**src/tbs_pkg.sv**
```systemverilog
// package for the bulk/control split transaction buffer block
package tbs_pkg;
   localparam int NUM_BUFS = 2;
   localparam int IDX_W = 1;
   localparam int DATA_W = 8;
   localparam int MAX_BYTES = 8;
   localparam int CNT_W = 4;
   localparam int ERR_W = 2;
   localparam logic [ERR_W-1:0] ERR_LIMIT = 2'h3;
   localparam logic [ERR_W-1:0] ERR_ZERO = 2'h0;
   localparam logic [CNT_W-1:0] CNT_ZERO = 4'h0;
   localparam logic [CNT_W-1:0] CNT_ONE = 4'h1;

   typedef enum logic [1:0] {
      TBS_ST_OLD = 2'b00,
      TBS_ST_PENDING = 2'b01,
      TBS_ST_READY = 2'b10
   } tbs_state_e;

   typedef enum logic [1:0] {
      TBS_RES_NAK = 2'b00,
      TBS_RES_STALL = 2'b01,
      TBS_RES_ACK = 2'b10
   } tbs_res_e;

   typedef enum logic [2:0] {
      TBS_HS_NONE = 3'b000,
      TBS_HS_ACK = 3'b001,
      TBS_HS_NAK = 3'b010,
      TBS_HS_STALL = 3'b011,
      TBS_HS_NYET = 3'b100
   } tbs_hs_e;

   // downstream attempt outcome
   typedef enum logic [2:0] {
      TBS_DN_ACK = 3'b000,
      TBS_DN_NAK = 3'b001,
      TBS_DN_STALL = 3'b010,
      TBS_DN_ERR = 3'b011,
      TBS_DN_EOF = 3'b100
   } tbs_dn_e;

   typedef enum logic [1:0] {
      TBS_DS_IDLE = 2'b00,
      TBS_DS_RUN = 2'b01,
      TBS_DS_WAIT = 2'b10
   } tbs_ds_e;

   // endpoint identity of a split
   typedef struct packed {
      logic [6:0] dev_addr;
      logic [3:0] endpt;
      logic dir_in;
      logic is_ctrl;
      logic is_setup;
   } tbs_tok_s;

   typedef struct packed {
      logic [DATA_W-1:0] data;
      logic last;
   } tbs_byte_s;
endpackage : tbs_pkg

```
**src/tbs_split_buffer.sv**
```systemverilog
// bulk/control split transaction buffers with high-speed and downstream handlers
`timescale 1ns/1ps
module tbs_split_buffer (
   input wire logic MCLK_I,
   input wire logic NRST_I,
   // high-speed side: split token, one-cycle request
   input wire logic SS_REQ_I,
   input wire logic CS_REQ_I,
   input wire tbs_pkg::tbs_tok_s TOK_I,
   // OUT/SETUP payload bytes following an accepted start-split
   input wire logic SS_DVALID_I,
   input wire tbs_pkg::tbs_byte_s SS_DATA_I,
   output logic [2:0] HS_HANDSHAKE_O,
   output logic HS_RESP_VALID_O,
   // complete-split IN data return
   output logic CS_DVALID_O,
   output tbs_pkg::tbs_byte_s CS_DATA_O,
   // downstream handler: transaction request and outcome
   output logic DN_START_O,
   output tbs_pkg::tbs_tok_s DN_TOK_O,
   output logic [tbs_pkg::IDX_W-1:0] DN_IDX_O,
   output logic [tbs_pkg::CNT_W-1:0] DN_LEN_O,
   input wire logic DN_DONE_I,
   input wire logic [2:0] DN_RESULT_I,
   input wire logic DN_RDVALID_I,
   input wire logic [tbs_pkg::DATA_W-1:0] DN_RDATA_I,
   input wire logic [tbs_pkg::CNT_W-1:0] DN_RADDR_I,
   output logic [tbs_pkg::DATA_W-1:0] DN_WDATA_O,
   input wire logic DN_WADDR_VALID_I,
   output logic [1:0] BUF0_STATE_O,
   output logic [1:0] BUF1_STATE_O
);
   localparam int NB = tbs_pkg::NUM_BUFS;

   tbs_pkg::tbs_state_e st_r [NB];
   tbs_pkg::tbs_res_e res_r [NB];
   tbs_pkg::tbs_tok_s tok_r [NB];
   logic [tbs_pkg::DATA_W-1:0] mem_r [NB][tbs_pkg::MAX_BYTES];
   logic [tbs_pkg::CNT_W-1:0] len_r [NB];

   // combinational search over the buffers
   logic hit;
   logic [tbs_pkg::IDX_W-1:0] hit_idx;
   logic free;
   logic [tbs_pkg::IDX_W-1:0] free_idx;
   always_comb begin
      hit = 1'b0;
      hit_idx = '0;
      free = 1'b0;
      free_idx = '0;
      for (int i = 0; i < NB; i++) begin
         if (!hit && tok_r[i].endpt == TOK_I.endpt && tok_r[i].dev_addr == TOK_I.dev_addr &&
             (TOK_I.is_ctrl || tok_r[i].dir_in == TOK_I.dir_in) && st_r[i] != tbs_pkg::TBS_ST_OLD) begin
            hit = 1'b1;
            hit_idx = tbs_pkg::IDX_W'(i);
         end
         if (!free && st_r[i] == tbs_pkg::TBS_ST_OLD) begin
            free = 1'b1;
            free_idx = tbs_pkg::IDX_W'(i);
         end
      end
   end

   // an old buffer takes part in no match, so a repeated complete-split is stalled
   // high-speed answer
   logic [2:0] hs_nxt;
   always_comb begin
      hs_nxt = tbs_pkg::TBS_HS_NONE;
      if (SS_REQ_I) begin
         if (hit) hs_nxt = tbs_pkg::TBS_HS_ACK;
         else if (free) hs_nxt = tbs_pkg::TBS_HS_ACK;
         else hs_nxt = tbs_pkg::TBS_HS_NAK;
      end else if (CS_REQ_I) begin
         if (hit && st_r[hit_idx] == tbs_pkg::TBS_ST_PENDING) hs_nxt = tbs_pkg::TBS_HS_NYET;
         else if (hit) begin
            case (res_r[hit_idx])
               tbs_pkg::TBS_RES_ACK: hs_nxt = tbs_pkg::TBS_HS_ACK;
               tbs_pkg::TBS_RES_NAK: hs_nxt = tbs_pkg::TBS_HS_NAK;
               default: hs_nxt = tbs_pkg::TBS_HS_STALL;
            endcase
         end else hs_nxt = tbs_pkg::TBS_HS_STALL;
      end
   end

   always_ff @(posedge MCLK_I) begin
      if (!NRST_I) begin
         HS_HANDSHAKE_O <= tbs_pkg::TBS_HS_NONE;
         HS_RESP_VALID_O <= 1'b0;
      end else begin
         HS_HANDSHAKE_O <= hs_nxt;
         HS_RESP_VALID_O <= SS_REQ_I | CS_REQ_I;
      end
   end

   // data capture for a newly accepted start-split
   logic wr_act_r;
   logic [tbs_pkg::IDX_W-1:0] wr_idx_r;
   logic [tbs_pkg::CNT_W-1:0] wr_cnt_r;
   always_ff @(posedge MCLK_I) begin
      if (!NRST_I) begin
         wr_act_r <= 1'b0;
         wr_idx_r <= '0;
         wr_cnt_r <= tbs_pkg::CNT_ZERO;
      end else if (SS_REQ_I && !hit && free && !TOK_I.dir_in) begin
         wr_act_r <= 1'b1;
         wr_idx_r <= free_idx;
         wr_cnt_r <= tbs_pkg::CNT_ZERO;
      end else if (wr_act_r && SS_DVALID_I) begin
         if (wr_cnt_r < tbs_pkg::CNT_W'(tbs_pkg::MAX_BYTES)) wr_cnt_r <= wr_cnt_r + tbs_pkg::CNT_ONE;
         if (SS_DATA_I.last) wr_act_r <= 1'b0;
      end
   end

   // downstream handler
   tbs_pkg::tbs_ds_e ds_r;
   logic [tbs_pkg::IDX_W-1:0] ds_idx_r;
   logic [tbs_pkg::ERR_W-1:0] ds_err_r;
   logic [tbs_pkg::ERR_W-1:0] ds_err_nxt;
   logic ds_pick;
   logic [tbs_pkg::IDX_W-1:0] ds_pick_idx;
   always_comb begin
      ds_pick = 1'b0;
      ds_pick_idx = '0;
      for (int i = 0; i < NB; i++) begin
         if (!ds_pick && st_r[i] == tbs_pkg::TBS_ST_PENDING && !(wr_act_r && wr_idx_r == tbs_pkg::IDX_W'(i))) begin
            ds_pick = 1'b1;
            ds_pick_idx = tbs_pkg::IDX_W'(i);
         end
      end
      ds_err_nxt = ds_err_r + 2'h1;
   end
   logic ds_fail;
   assign ds_fail = DN_RESULT_I == tbs_pkg::TBS_DN_ERR || DN_RESULT_I == tbs_pkg::TBS_DN_EOF;
   logic ds_finish;
   assign ds_finish = ds_r == tbs_pkg::TBS_DS_WAIT && DN_DONE_I &&
                      (!ds_fail || ds_err_nxt == tbs_pkg::ERR_LIMIT);

   always_ff @(posedge MCLK_I) begin
      if (!NRST_I) begin
         ds_r <= tbs_pkg::TBS_DS_IDLE;
         ds_idx_r <= '0;
         ds_err_r <= tbs_pkg::ERR_ZERO;
         DN_START_O <= 1'b0;
         DN_TOK_O <= '0;
         DN_IDX_O <= '0;
         DN_LEN_O <= tbs_pkg::CNT_ZERO;
      end else begin
         DN_START_O <= 1'b0;
         case (ds_r)
            tbs_pkg::TBS_DS_IDLE: begin
               if (ds_pick) begin
                  ds_idx_r <= ds_pick_idx;
                  ds_err_r <= tbs_pkg::ERR_ZERO;
                  ds_r <= tbs_pkg::TBS_DS_RUN;
               end
            end
            tbs_pkg::TBS_DS_RUN: begin
               DN_START_O <= 1'b1;
               DN_TOK_O <= tok_r[ds_idx_r];
               DN_IDX_O <= ds_idx_r;
               DN_LEN_O <= len_r[ds_idx_r];
               ds_r <= tbs_pkg::TBS_DS_WAIT;
            end
            tbs_pkg::TBS_DS_WAIT: begin
               if (DN_DONE_I) begin
                  if (ds_finish) ds_r <= tbs_pkg::TBS_DS_IDLE;
                  else begin
                     ds_err_r <= ds_err_nxt;
                     ds_r <= tbs_pkg::TBS_DS_RUN;
                  end
               end
            end
            default: ds_r <= tbs_pkg::TBS_DS_IDLE;
         endcase
      end
   end

   always_ff @(posedge MCLK_I) begin
      DN_WDATA_O <= mem_r[ds_idx_r][DN_RADDR_I[2:0]];
   end

   // buffer state, result and contents, one loop per buffer
   for (genvar g = 0; g < NB; g++) begin : g_buf
      always_ff @(posedge MCLK_I) begin
         if (!NRST_I) begin
            st_r[g] <= tbs_pkg::TBS_ST_OLD;
            res_r[g] <= tbs_pkg::TBS_RES_NAK;
            tok_r[g] <= '0;
            len_r[g] <= tbs_pkg::CNT_ZERO;
         end else begin
            if (SS_REQ_I && !hit && free && free_idx == tbs_pkg::IDX_W'(g)) begin
               st_r[g] <= tbs_pkg::TBS_ST_PENDING;
               tok_r[g] <= TOK_I;
               len_r[g] <= tbs_pkg::CNT_ZERO;
            end else if (CS_REQ_I && hit && hit_idx == tbs_pkg::IDX_W'(g) && st_r[g] == tbs_pkg::TBS_ST_READY) begin
               st_r[g] <= tbs_pkg::TBS_ST_OLD;
            end else if (ds_finish && ds_idx_r == tbs_pkg::IDX_W'(g)) begin
               st_r[g] <= tbs_pkg::TBS_ST_READY;
               if (ds_fail) res_r[g] <= tbs_pkg::TBS_RES_STALL;
               else if (DN_RESULT_I == tbs_pkg::TBS_DN_ACK) res_r[g] <= tbs_pkg::TBS_RES_ACK;
               else if (DN_RESULT_I == tbs_pkg::TBS_DN_NAK) res_r[g] <= tbs_pkg::TBS_RES_NAK;
               else res_r[g] <= tbs_pkg::TBS_RES_STALL;
            end
            // bytes past the buffer are dropped and must not stretch the length
            if (wr_act_r && SS_DVALID_I && wr_idx_r == tbs_pkg::IDX_W'(g) &&
                wr_cnt_r < tbs_pkg::CNT_W'(tbs_pkg::MAX_BYTES))
               len_r[g] <= wr_cnt_r + tbs_pkg::CNT_ONE;
            if (ds_r == tbs_pkg::TBS_DS_RUN && ds_idx_r == tbs_pkg::IDX_W'(g) && tok_r[g].dir_in) len_r[g] <= tbs_pkg::CNT_ZERO;
            if (DN_RDVALID_I && ds_idx_r == tbs_pkg::IDX_W'(g) && DN_RADDR_I < tbs_pkg::CNT_W'(tbs_pkg::MAX_BYTES))
               len_r[g] <= DN_RADDR_I + tbs_pkg::CNT_ONE;
         end
      end
      // payload storage carries no reset: the complete-split return reads only bytes below len_r, but DN_WDATA_O reads any address
      always_ff @(posedge MCLK_I) begin
         if (wr_act_r && SS_DVALID_I && wr_idx_r == tbs_pkg::IDX_W'(g) && wr_cnt_r < tbs_pkg::CNT_W'(tbs_pkg::MAX_BYTES))
            mem_r[g][wr_cnt_r[2:0]] <= SS_DATA_I.data;
         else if (DN_RDVALID_I && ds_idx_r == tbs_pkg::IDX_W'(g) && DN_RADDR_I < tbs_pkg::CNT_W'(tbs_pkg::MAX_BYTES))
            mem_r[g][DN_RADDR_I[2:0]] <= DN_RDATA_I;
      end
   end

   // IN data return after an ACK complete-split
   logic rd_act_r;
   logic [tbs_pkg::IDX_W-1:0] rd_idx_r;
   logic [tbs_pkg::CNT_W-1:0] rd_cnt_r;
   always_ff @(posedge MCLK_I) begin
      if (!NRST_I) begin
         rd_act_r <= 1'b0;
         rd_idx_r <= '0;
         rd_cnt_r <= tbs_pkg::CNT_ZERO;
         CS_DVALID_O <= 1'b0;
         CS_DATA_O <= '0;
      end else begin
         CS_DVALID_O <= 1'b0;
         if (CS_REQ_I && hit && st_r[hit_idx] == tbs_pkg::TBS_ST_READY && tok_r[hit_idx].dir_in &&
             res_r[hit_idx] == tbs_pkg::TBS_RES_ACK && len_r[hit_idx] != tbs_pkg::CNT_ZERO) begin
            rd_act_r <= 1'b1;
            rd_idx_r <= hit_idx;
            rd_cnt_r <= tbs_pkg::CNT_ZERO;
         end else if (rd_act_r) begin
            CS_DVALID_O <= 1'b1;
            CS_DATA_O.data <= mem_r[rd_idx_r][rd_cnt_r[2:0]];
            CS_DATA_O.last <= rd_cnt_r + tbs_pkg::CNT_ONE == len_r[rd_idx_r];
            rd_cnt_r <= rd_cnt_r + tbs_pkg::CNT_ONE;
            if (rd_cnt_r + tbs_pkg::CNT_ONE == len_r[rd_idx_r]) rd_act_r <= 1'b0;
         end
      end
   end

   always_ff @(posedge MCLK_I) begin
      if (!NRST_I) begin
         BUF0_STATE_O <= tbs_pkg::TBS_ST_OLD;
         BUF1_STATE_O <= tbs_pkg::TBS_ST_OLD;
      end else begin
         BUF0_STATE_O <= st_r[0];
         BUF1_STATE_O <= st_r[1];
      end
   end
endmodule : tbs_split_buffer

```
**config.mk**
```make
export PLATFORM = sky130hd
export DESIGN_NAME = tbs_split_buffer
export DESIGN_NICKNAME = d
export VERILOG_FILES = /design/src/tbs_pkg.sv /design/src/tbs_split_buffer.sv
export SDC_FILE = /design/constraint.sdc
export NUM_CORES = 1
export LEC_CHECK = 0
export BUFFER_PORTS_ARGS = -buffer_cell sky130_fd_sc_hd__buf_2
export CORE_ASPECT_RATIO = 0.9
export CORE_MARGIN = 3
export CORE_UTILIZATION = 30
export DETAILED_ROUTE_END_ITERATION = 8
export HOLD_SLACK_MARGIN = 0.03
export SLEW_MARGIN = 20
export SYNTH_ARGS = -nofsm -noshare
export SYNTH_HDL_FRONTEND = slang
export SYNTH_SLANG_ARGS = --single-unit
```
**constraint.sdc**
```tcl
create_clock -name MCLK_I -period 6.4 [get_ports MCLK_I]
set_input_delay 1.28 -clock MCLK_I [delete_from_list [all_inputs] [get_ports MCLK_I]]
set_output_delay 1.28 -clock MCLK_I [all_outputs]
set_load 0.01 [all_outputs]
```
After elaboration in Yosys (flattened, before gate mapping)
Memory sizes are Yosys's and may differ from the RTL's. A register that Yosys moved wholly into a read port is not among the register bits.
Index checks and enable logic that the tools add are counted.
W data, S select, Z words.
{"block": "totals", "regBits": 45, "latchBits": 0, "ramBits": 172, "romBits": 0, "inputBits": 46, "out_inout_bits": 46, "word_cells": 598, "mem_count": 5}
{"memory": "mem_r", "depth": 2, "width": 64, "read_ports": 2, "rd_ports_with_merged_regs": 2, "wr": 2, "line": "tbs_split_buffer.sv:38", "source": "logic [tbs_pkg::DATA_W-1:0] mem_r [NB][tbs_pkg::MAX_BYTES];"}
{"memory": "tok_r", "depth": 2, "width": 14, "read_ports": 4, "rd_ports_with_merged_regs": 1, "wr": 2, "line": "tbs_split_buffer.sv:37", "source": "tbs_pkg::tbs_tok_s tok_r [NB];"}
{"memory": "len_r", "depth": 2, "width": 4, "read_ports": 3, "rd_ports_with_merged_regs": 2, "wr": 2, "line": "tbs_split_buffer.sv:39", "source": "logic [tbs_pkg::CNT_W-1:0] len_r [NB];"}
{"memory": "res_r", "depth": 2, "width": 2, "read_ports": 1, "rd_ports_with_merged_regs": 0, "wr": 2, "line": "tbs_split_buffer.sv:36", "source": "tbs_pkg::tbs_res_e res_r [NB];"}
{"memory": "st_r", "depth": 2, "width": 2, "read_ports": 3, "rd_ports_with_merged_regs": 0, "wr": 2, "line": "tbs_split_buffer.sv:35", "source": "tbs_pkg::tbs_state_e st_r [NB];"}
{"block": "op_classes", "n_addsub": 4, "mul": 0, "div_mod_pow": 0, "n_lt_le_gt_ge": 7, "eq_ne": 23, "shift": 0, "muxes": 298, "bitwise": 162, "reduce_logical": 80}
{"op": "$mux W64", "count": 4}
{"op": "$mux W1", "count": 246}
{"op": "$or A1 B1 Y1", "count": 153}
{"op": "$bmux W8 S3", "count": 2}
{"op": "$demux W8 S3", "count": 2}
{"op": "$mux W8", "count": 6}
{"op": "$logic_and A1 B1 Y1", "count": 47}
{"op": "$mux W2", "count": 20}
{"op": "$mux W4", "count": 8}
{"op": "$mux W14", "count": 2}
{"op": "$mux W3", "count": 5}
{"op": "$eq A7 B7 Y1", "count": 2}
{"op": "$add A4 B1 Y4 const B", "count": 3}
{"op": "$eq A2 B2 Y1 const B", "count": 6}
{"op": "$eq A4 B4 Y1", "count": 3}
{"op": "$ge A4 B4 Y1 const B", "count": 3}
{"op": "$not A3 Y4", "count": 3}
{"op": "$logic_not A1 Y1", "count": 10}
{"op": "$reduce_and A2 Y1", "count": 5}
{"op": "$reduce_bool A2 Y1", "count": 5}
{"op": "$eq A2 B1 Y1 const B", "count": 4}
{"op": "$logic_not A2 Y1", "count": 4}
{"op": "$lt A4 B1 Y1 const B", "count": 2}
{"op": "$lt A4 B4 Y1 const B", "count": 2}
{"op": "other kinds (14)", "count": 27}

Logic depth before layout (Yosys ltp)
Gate-level depths: netlist of the first run.
An unclocked memory read counts as a cell.
{"block": "logic_depth", "word_depth": 23, "mapped_depth": 8, "mapped_depth_nobuf": 7}

Least setup slack after synthesis of the first run
OpenSTA, ideal clock, no wires.
{"block": "synth_path", "kind": "input-to-reg", "from": "input port TOK_I[11] (netlist bit)", "to": "memory st_r[0][0] (netlist bit), enable pin", "setup_time_ns": 0.261, "arrival_time_ns": 3.423, "setup_slack_ns": 2.716, "cell_stages": 7, "path_buffers": 1, "path_cell_list": "xor2_1 -> or4_4 -> or4_4 -> buf_6 -> nand3_1 -> nand2_1 -> or3b_1"}
{"item": "from (decl)", "line": "tbs_split_buffer.sv:9", "source": "input wire tbs_pkg::tbs_tok_s TOK_I,"}
{"item": "to (decl)", "line": "tbs_split_buffer.sv:35"}

==> run metrics, run 1 <==
routed vias=8306; clock latency on the worst-skew pair=0.55 ns; Hold Path Depth=2; H-tree depth=1; Fillers=4049; grt met3 use=0.0326; Setup Crit Path Kind=input port to flop; global placement routability congestion=0.862; Rows=70; crit path max fanout=15; RSZ-0062 raised after global routing=false; Setup violations, final=0; CP Data Arrival Time=3.98 ns; Clock Sinks=237; Most Used Layer, Global Route=met2; final hold vios=0; port bufs=90; Cell Chain, Critical Path=buf_2, nor2b_1, nand3_1, nor3_2, o21bai_1; post-DP HPWL=23400 microns; worst vdd ir=0.000187 V; Routed WL=33600 microns; DRT iter0 DRCs=667; wire per inst=21.3 microns; diodes inserted=0; number of flops mapped to enable cells by yosys=172; Final TNS setup=0 ns; Antenna Nets Post-Route=0; DIE AREA=44000 sq um; Max clock buf depth=3; Synthesized Nets=1001; Max-Cap Viols=0; DR vias/cell=5.26; Root Buffer=clkbuf_16; register area=6470 sq um; Tmin final=3.81 ns; number of different library cells in the post-synthesis netlist=57; worst-case reg-to-reg path depth=6; Worst slew margin=0.253; first-pass GRT wire length=51600 microns; status=completed; asr flop ratio synth=0; share of the synthesized area in the top cell type=0.414; Core ar.=40800 sq um; met1 usage=0.213; max-slew violation count=0; Fmax=0.263 GHz; # resized after CTS=0; Worst Max-Slew Pin Slew=1.12 ns; dominant cell type by area after synthesis=edfxtp_1; Worst Hold Class=flop to flop; Post-Layout Cell Count=1578; Worst Setup End Kind=flop; Hold Startpoint=CS_DATA_O[1]; Worst Path Required=6.57 ns; Seq cells post-synth=237; syn_area_per_cell=13.1 sq um; postcts setup bufs=0; hold_buf cts=0; leakage=4.86 nW; top cells by area, synth=edfxtp_1 (41%), mux2_2 (12%), dfxtp_1 (10%); area delta synth->final=15.4%; DRC viols=0; Die Span Y=199 microns; Post-Synthesis Cells=951; Worst R2R Start=tok_r[1][11]; Nets=1066; CTS tree=done; M2 GR Usage=0.237; TritonRoute pass-1 iters=6; Post-Syn Area=12500 sq um; Initial Utilization=0.306; initial antenna violation count=0; Startpoint Class=input port; vias in the first global route=8289; CP Launch Point=DN_RADDR_I[3]; Die W=221 microns; sequential area share after synthesis=0.519; Multi-input gate area=5680 sq um; pwr/cell area=263 nW/um^2; period utilization=0.595; GRT overflow=0; Clock Skew=0.0118 ns; Total Routing Usage GR=0.150; Top-Level Pins=92; fraction of layout cells with a size suffix above 1=0.348; slowest CP cell=nor3_2; clock-pin slew on the worst setup and hold paths=0.06 ns; largest net degree at the start of global routing=42; Cells after DPL=1526; Most used DFF post-synth=edfxtp_1; worst stage delay on the critical path=0.84 ns; Synth Warn #=0; number of CTS-inserted buffers=28
synth_stat cells, drive strengths merged (7+ instances only):
cell type and n:
nor2b 8, xor2 9, inv 14, mux4 55, nor3 12, nand2 46
nor4 7, o21ai 13, nand2b 9, buf 21, a21oi 10, and2 30
mux2 130, o22ai 30, edfxtp 172, nand4 10, mux2i 70, xnor2 30
clkbuf 46, dfxtp 65, a211oi 23, nand3 22, nor2 71
sequential cells by signal (all words and copies together) (netlist names), 3 cells and up, named ones only:
signal / count
mem_r: 128
tok_r: 28
DN_TOK_O: 14
CS_DATA_O: 9
DN_WDATA_O: 8
len_r: 8
DN_LEN_O: 4
rd_cnt_r: 4
res_r: 4
st_r: 4
wr_cnt_r: 4
HS_HANDSHAKE_O: 3
placed cells by master (no fill, tap or decap), types with 4 or more instances in the layout:
cell,n
nand3_1,22
or3_1,4
buf_4,12
mux2_2,130
inv_1,14
o22ai_1,30
buf_2,90
mux2i_1,70
xnor2_1,30
xor2_1,9
clkinv_2,5
nand2b_1,9
mux4_2,55
nor2b_1,7
o21ai_0,10
nand4_1,10
a211oi_1,22
nor2_1,70
ha_1,4
and2_1,20
clkbuf_8,4
clkinvlp_4,4
nand2_1,45
and2_4,8
a21oi_1,10
nor4_1,6
clkbuf_16,29
edfxtp_1,172
nor3_1,11
dfxtp_1,62
through the flow:
step	area, sq um	setup WS, ns	total power [W]	hold slack, ns	util
global placement	13400	2.08	0.00216	0.448	0.329
global route	14400	2.39	0.00392	0.476	0.352
floorplan	12500	2.72	0.00203	0.457	-
CTS	14400	2.65	0.00382	0.457	0.352
detailed placement	13400	2.08	0.00217	0.448	0.329
finish	14400	2.59	0.00378	0.451	0.352
final cells by class:
class,count,share of cell area
clock buffers,35,0.0548
clock inverters,17,0.0121
inverters,14,0.00365
multi-input cells,633,0.395
flip-flops and latches,237,0.450
well taps,540,0.0470
repair buffers,102,0.0376
worst paths after layout:
| path | end | slack [ns] |
|---|---|---|
| max | mem_r[1][40] | 2.59 |
| min | CS_DATA_O[1] | 0.45 |
| max reg2reg | st_r[0][1] | 3.17 |
| min reg2reg | CS_DATA_O[1] | 0.45 |
cell families after synthesis:
| group | share of synthesized area |
|---|---|
| muxes | 0.273 |
| DFF | 0.519 |
| and+or+nand+nor | 0.0971 |
| AOI/OAI and AO/OA | 0.0531 |
| buffers and inverters | 0.0269 |
| xor gates and xnor gates | 0.0274 |
| adders and majority gates | 0.00401 |
power breakdown:
| part | internal [W] | leakage (nW) | total, W | switching, W |
|---|---|---|---|---|
| Sequential | 0.00171 | 2.15 | 0.00175 | 0.0000416 |
| Clock | 0.000992 | 0.464 | 0.00164 | 0.000652 |
| Combinational | 0.000165 | 2.25 | 0.000388 | 0.000223 |
| Total | 0.00287 | 4.86 | 0.00378 | 0.000917 |
per-layer routing:
| layer | part of all wire | up-vias |
|---|---|---|
| met1 | 0.46 | 4188 |
| li1 | - | 3785 |
| met2 | 0.45 | 291 |
| met4 | 0.017 | 0 |
| met3 | 0.072 | 42 |
| met5 | 0 | - |
critical path: cells and delay by family:
family,cells,cell delay (ns)
and+or+nand+nor,3,2.02
AOI/OAI and AO/OA,1,0.52
buffers and inverters,1,0.14
No activity file was read; power rests on OpenSTA's default activity.
==> run 2: changes to the inputs <==
--- a/config.mk
+++ b/config.mk
@@ -5,6 +5,7 @@
 export SDC_FILE = /design/constraint.sdc
 export NUM_CORES = 1
 export LEC_CHECK = 0
+export ABC_AREA = 1
 export BUFFER_PORTS_ARGS = -buffer_cell sky130_fd_sc_hd__buf_2
 export CORE_ASPECT_RATIO = 0.9
 export CORE_MARGIN = 3
==> constraint.sdc (replaced) <==
create_clock -name MCLK_I -period 3.8 [get_ports MCLK_I]
set_input_delay 0.76 -clock MCLK_I [delete_from_list [all_inputs] [get_ports MCLK_I]]
set_output_delay 0.76 -clock MCLK_I [all_outputs]
set_load 0.01 [all_outputs]
==> run 2 against run 1 <==
  * Critical endpoint is now mem_r[1][46]
  * Largest cell class unchanged
  * Routed wire length grew 23%
  * Cell count grew 39%
  * Core utilization up 0.46 points
  * Non-clock buffer count grew 29
  * Synthesized cell count is 65% higher
  * Critical path depth up 2
  * Die area increased by 2.1%
  * Highest routed layer is now met5
  * Combinational power rose by 90%
  * Global-route usage grew 2.7 points
  * Final area rose by 2.4%
==> run metrics, run 2 <==
post-DP HPWL=28500 microns; postcts setup bufs=0; Nets=1680; Top-Level Pins=92; Post-Synthesis Cells=1569; Routed WL=41200 microns; most frequent cells after synthesis=nand2_1 (338), o21ai_0 (287), edfxtp_1 (172); Root Buffer=clkbuf_16; Worst Path Required=4.04 ns; worst vdd ir=0.000299 V; Synth Warn #=0; number of flops mapped to enable cells by yosys=172; most frequent cells in the layout=nand2_1 (338), o21ai_0 (281), edfxtp_1 (172); share of the synthesized area in the top cell type=0.405; Worst Hold Class=input port to flop; dominant cell type by area after synthesis=edfxtp_1; area delta synth->final=15.6%; DRC viols=0; Total Routing Usage GR=0.177; CP Launch Point=ds_idx_r; first-pass GRT wire length=62700 microns; wire per inst=18.8 microns; top cells by area, synth=edfxtp_1 (41%), o21ai_0 (11%), dfxtp_1 (10%); # resized after CTS=0; vias in the first global route=10815; Fmax=0.375 GHz; number of different library cells in the post-synthesis netlist=44; Die W=223 microns; Clock Sinks=237; Tmin final=2.67 ns; leakage=5.98 nW; RSZ-0062 raised after global routing=false; syn_area_per_cell=8.12 sq um; routed vias=11429; dpl ws=0.546 ns; DR vias/cell=5.21; most common cell after layout, fill and taps aside=nand2_1; Setup Crit Path Kind=flop to flop; CP Data Arrival Time=2.91 ns; DRT iter0 DRCs=1240; Initial Utilization=0.309; H-tree depth=1; Max clock buf depth=3; Worst R2R Start=ds_idx_r; clock-pin slew on the worst setup and hold paths=0.06 ns; Hold Startpoint=SS_REQ_I; Clock Skew=0.0127 ns; Rows=70; clock latency on the worst-skew pair=0.55 ns; Worst slew margin=0.394; fraction of layout cells with a size suffix above 1=0.140; Final TNS setup=0 ns; register area=6470 sq um; Fillers=4247; initial antenna violation count=4; max reg flops=128; Max-Cap Viols=0; final hold vios=0; Die Span Y=202 microns; Multi-input gate area=5250 sq um; number of CTS-inserted buffers=28; sequential area share after synthesis=0.507; Synthesized Nets=1619; worst setup margin=1.13 ns; hold_buf cts=0; port bufs=90; DIE AREA=45000 sq um; crit path max fanout=17; GRT overflow=0; Seq cells post-synth=237; Startpoint Class=flop; pwr/cell area=436 nW/um^2; dpl cell area=13800 sq um; asr flop ratio synth=0; global placement routability congestion=0.955; post-route cell area=14700 sq um; Worst Max-Slew Pin Slew=0.907 ns; Setup violations, final=0; Worst Setup End Kind=flop; Core ar.=41300 sq um; TritonRoute pass-1 iters=6; Most used DFF post-synth=edfxtp_1; period utilization=0.702; max-slew violation count=0; Post-Syn Area=12700 sq um; Antenna Nets Post-Route=0; status=completed; CTS tree=done; post-layout util=0.357; most common cell in the netlist=nand2_1; largest net degree at the start of global routing=80
## run 2: final timing paths
path | end | slack, ns | depth (start not counted)
worst max-delay path | mem_r[1][46] | 1.13 | 7
worst min-delay path | HS_HANDSHAKE_O[2] | 0.44 | 2
worst max register to register | mem_r[1][46] | 1.13 | 7
worst min register to register | DN_LEN_O[1] | 0.46 | 2
## run 2: through the flow
stage / power, W / hold slack (ns) / instances
CTS: 0.00644 / 0.421 / 2192
floorplan: 0.00343 / 0.450 / 1569
global route: 0.00665 / 0.427 / 2192
global placement: 0.00370 / 0.453 / 2140
finish: 0.00642 / 0.439 / 2193
detailed placement: 0.00371 / 0.456 / 2140
## run 2: worst max-delay path, cell delays in order, from the launching register on
cell	delay, ns
dfxtp_1	0.33
clkinv_1	0.33
nor3_1	0.28
inv_1	0.11
nor2_4	0.30
nand2_1	0.44
o21ai_0	0.32
buf_4	0.26
## run 2: logic make-up (layout without fill, tap and decap cells)
kind of cell               after synthesis  after routing  synth area share
buffers and inverters                  266            349            0.0804
muxes                                   17             17            0.0134
other                                    0              1                 0
xor gates and xnor gates                11             11           0.00756
DFF                                    237            237             0.507
adders and majority gates                4              4           0.00393
AOI/OAI and AO/OA                      482            482             0.203
and+or+nand+nor                        552            552             0.184
## run 2: power breakdown
part | internal (W) | switching [W] | total [W]
sequential | 0.00288 | 0.0000508 | 0.00293
combinational | 0.000213 | 0.000524 | 0.000737
clock | 0.00166 | 0.00109 | 0.00275
total | 0.00475 | 0.00167 | 0.00642
## run 2: final cells by class
cell class / count / area share
clock buffer: 34 / 0.0505
multi-input combinational: 1066 / 0.357
inverter: 166 / 0.0423
sequential: 237 / 0.439
tap: 540 / 0.0459
antenna: 1 / 0.000170
timing repair buffer: 131 / 0.0523
clock inverter: 18 / 0.0128
## run 2: layer usage
layer  share of wire  track usage  wire, microns  vias up
met4           0.039       0.0699           1620        6
met2            0.43        0.266          17700      498
li1                -            -              -     5473
met3            0.10       0.0385           4140      108
met5         0.00073            0             30        -
met1            0.43        0.247          17800     5344
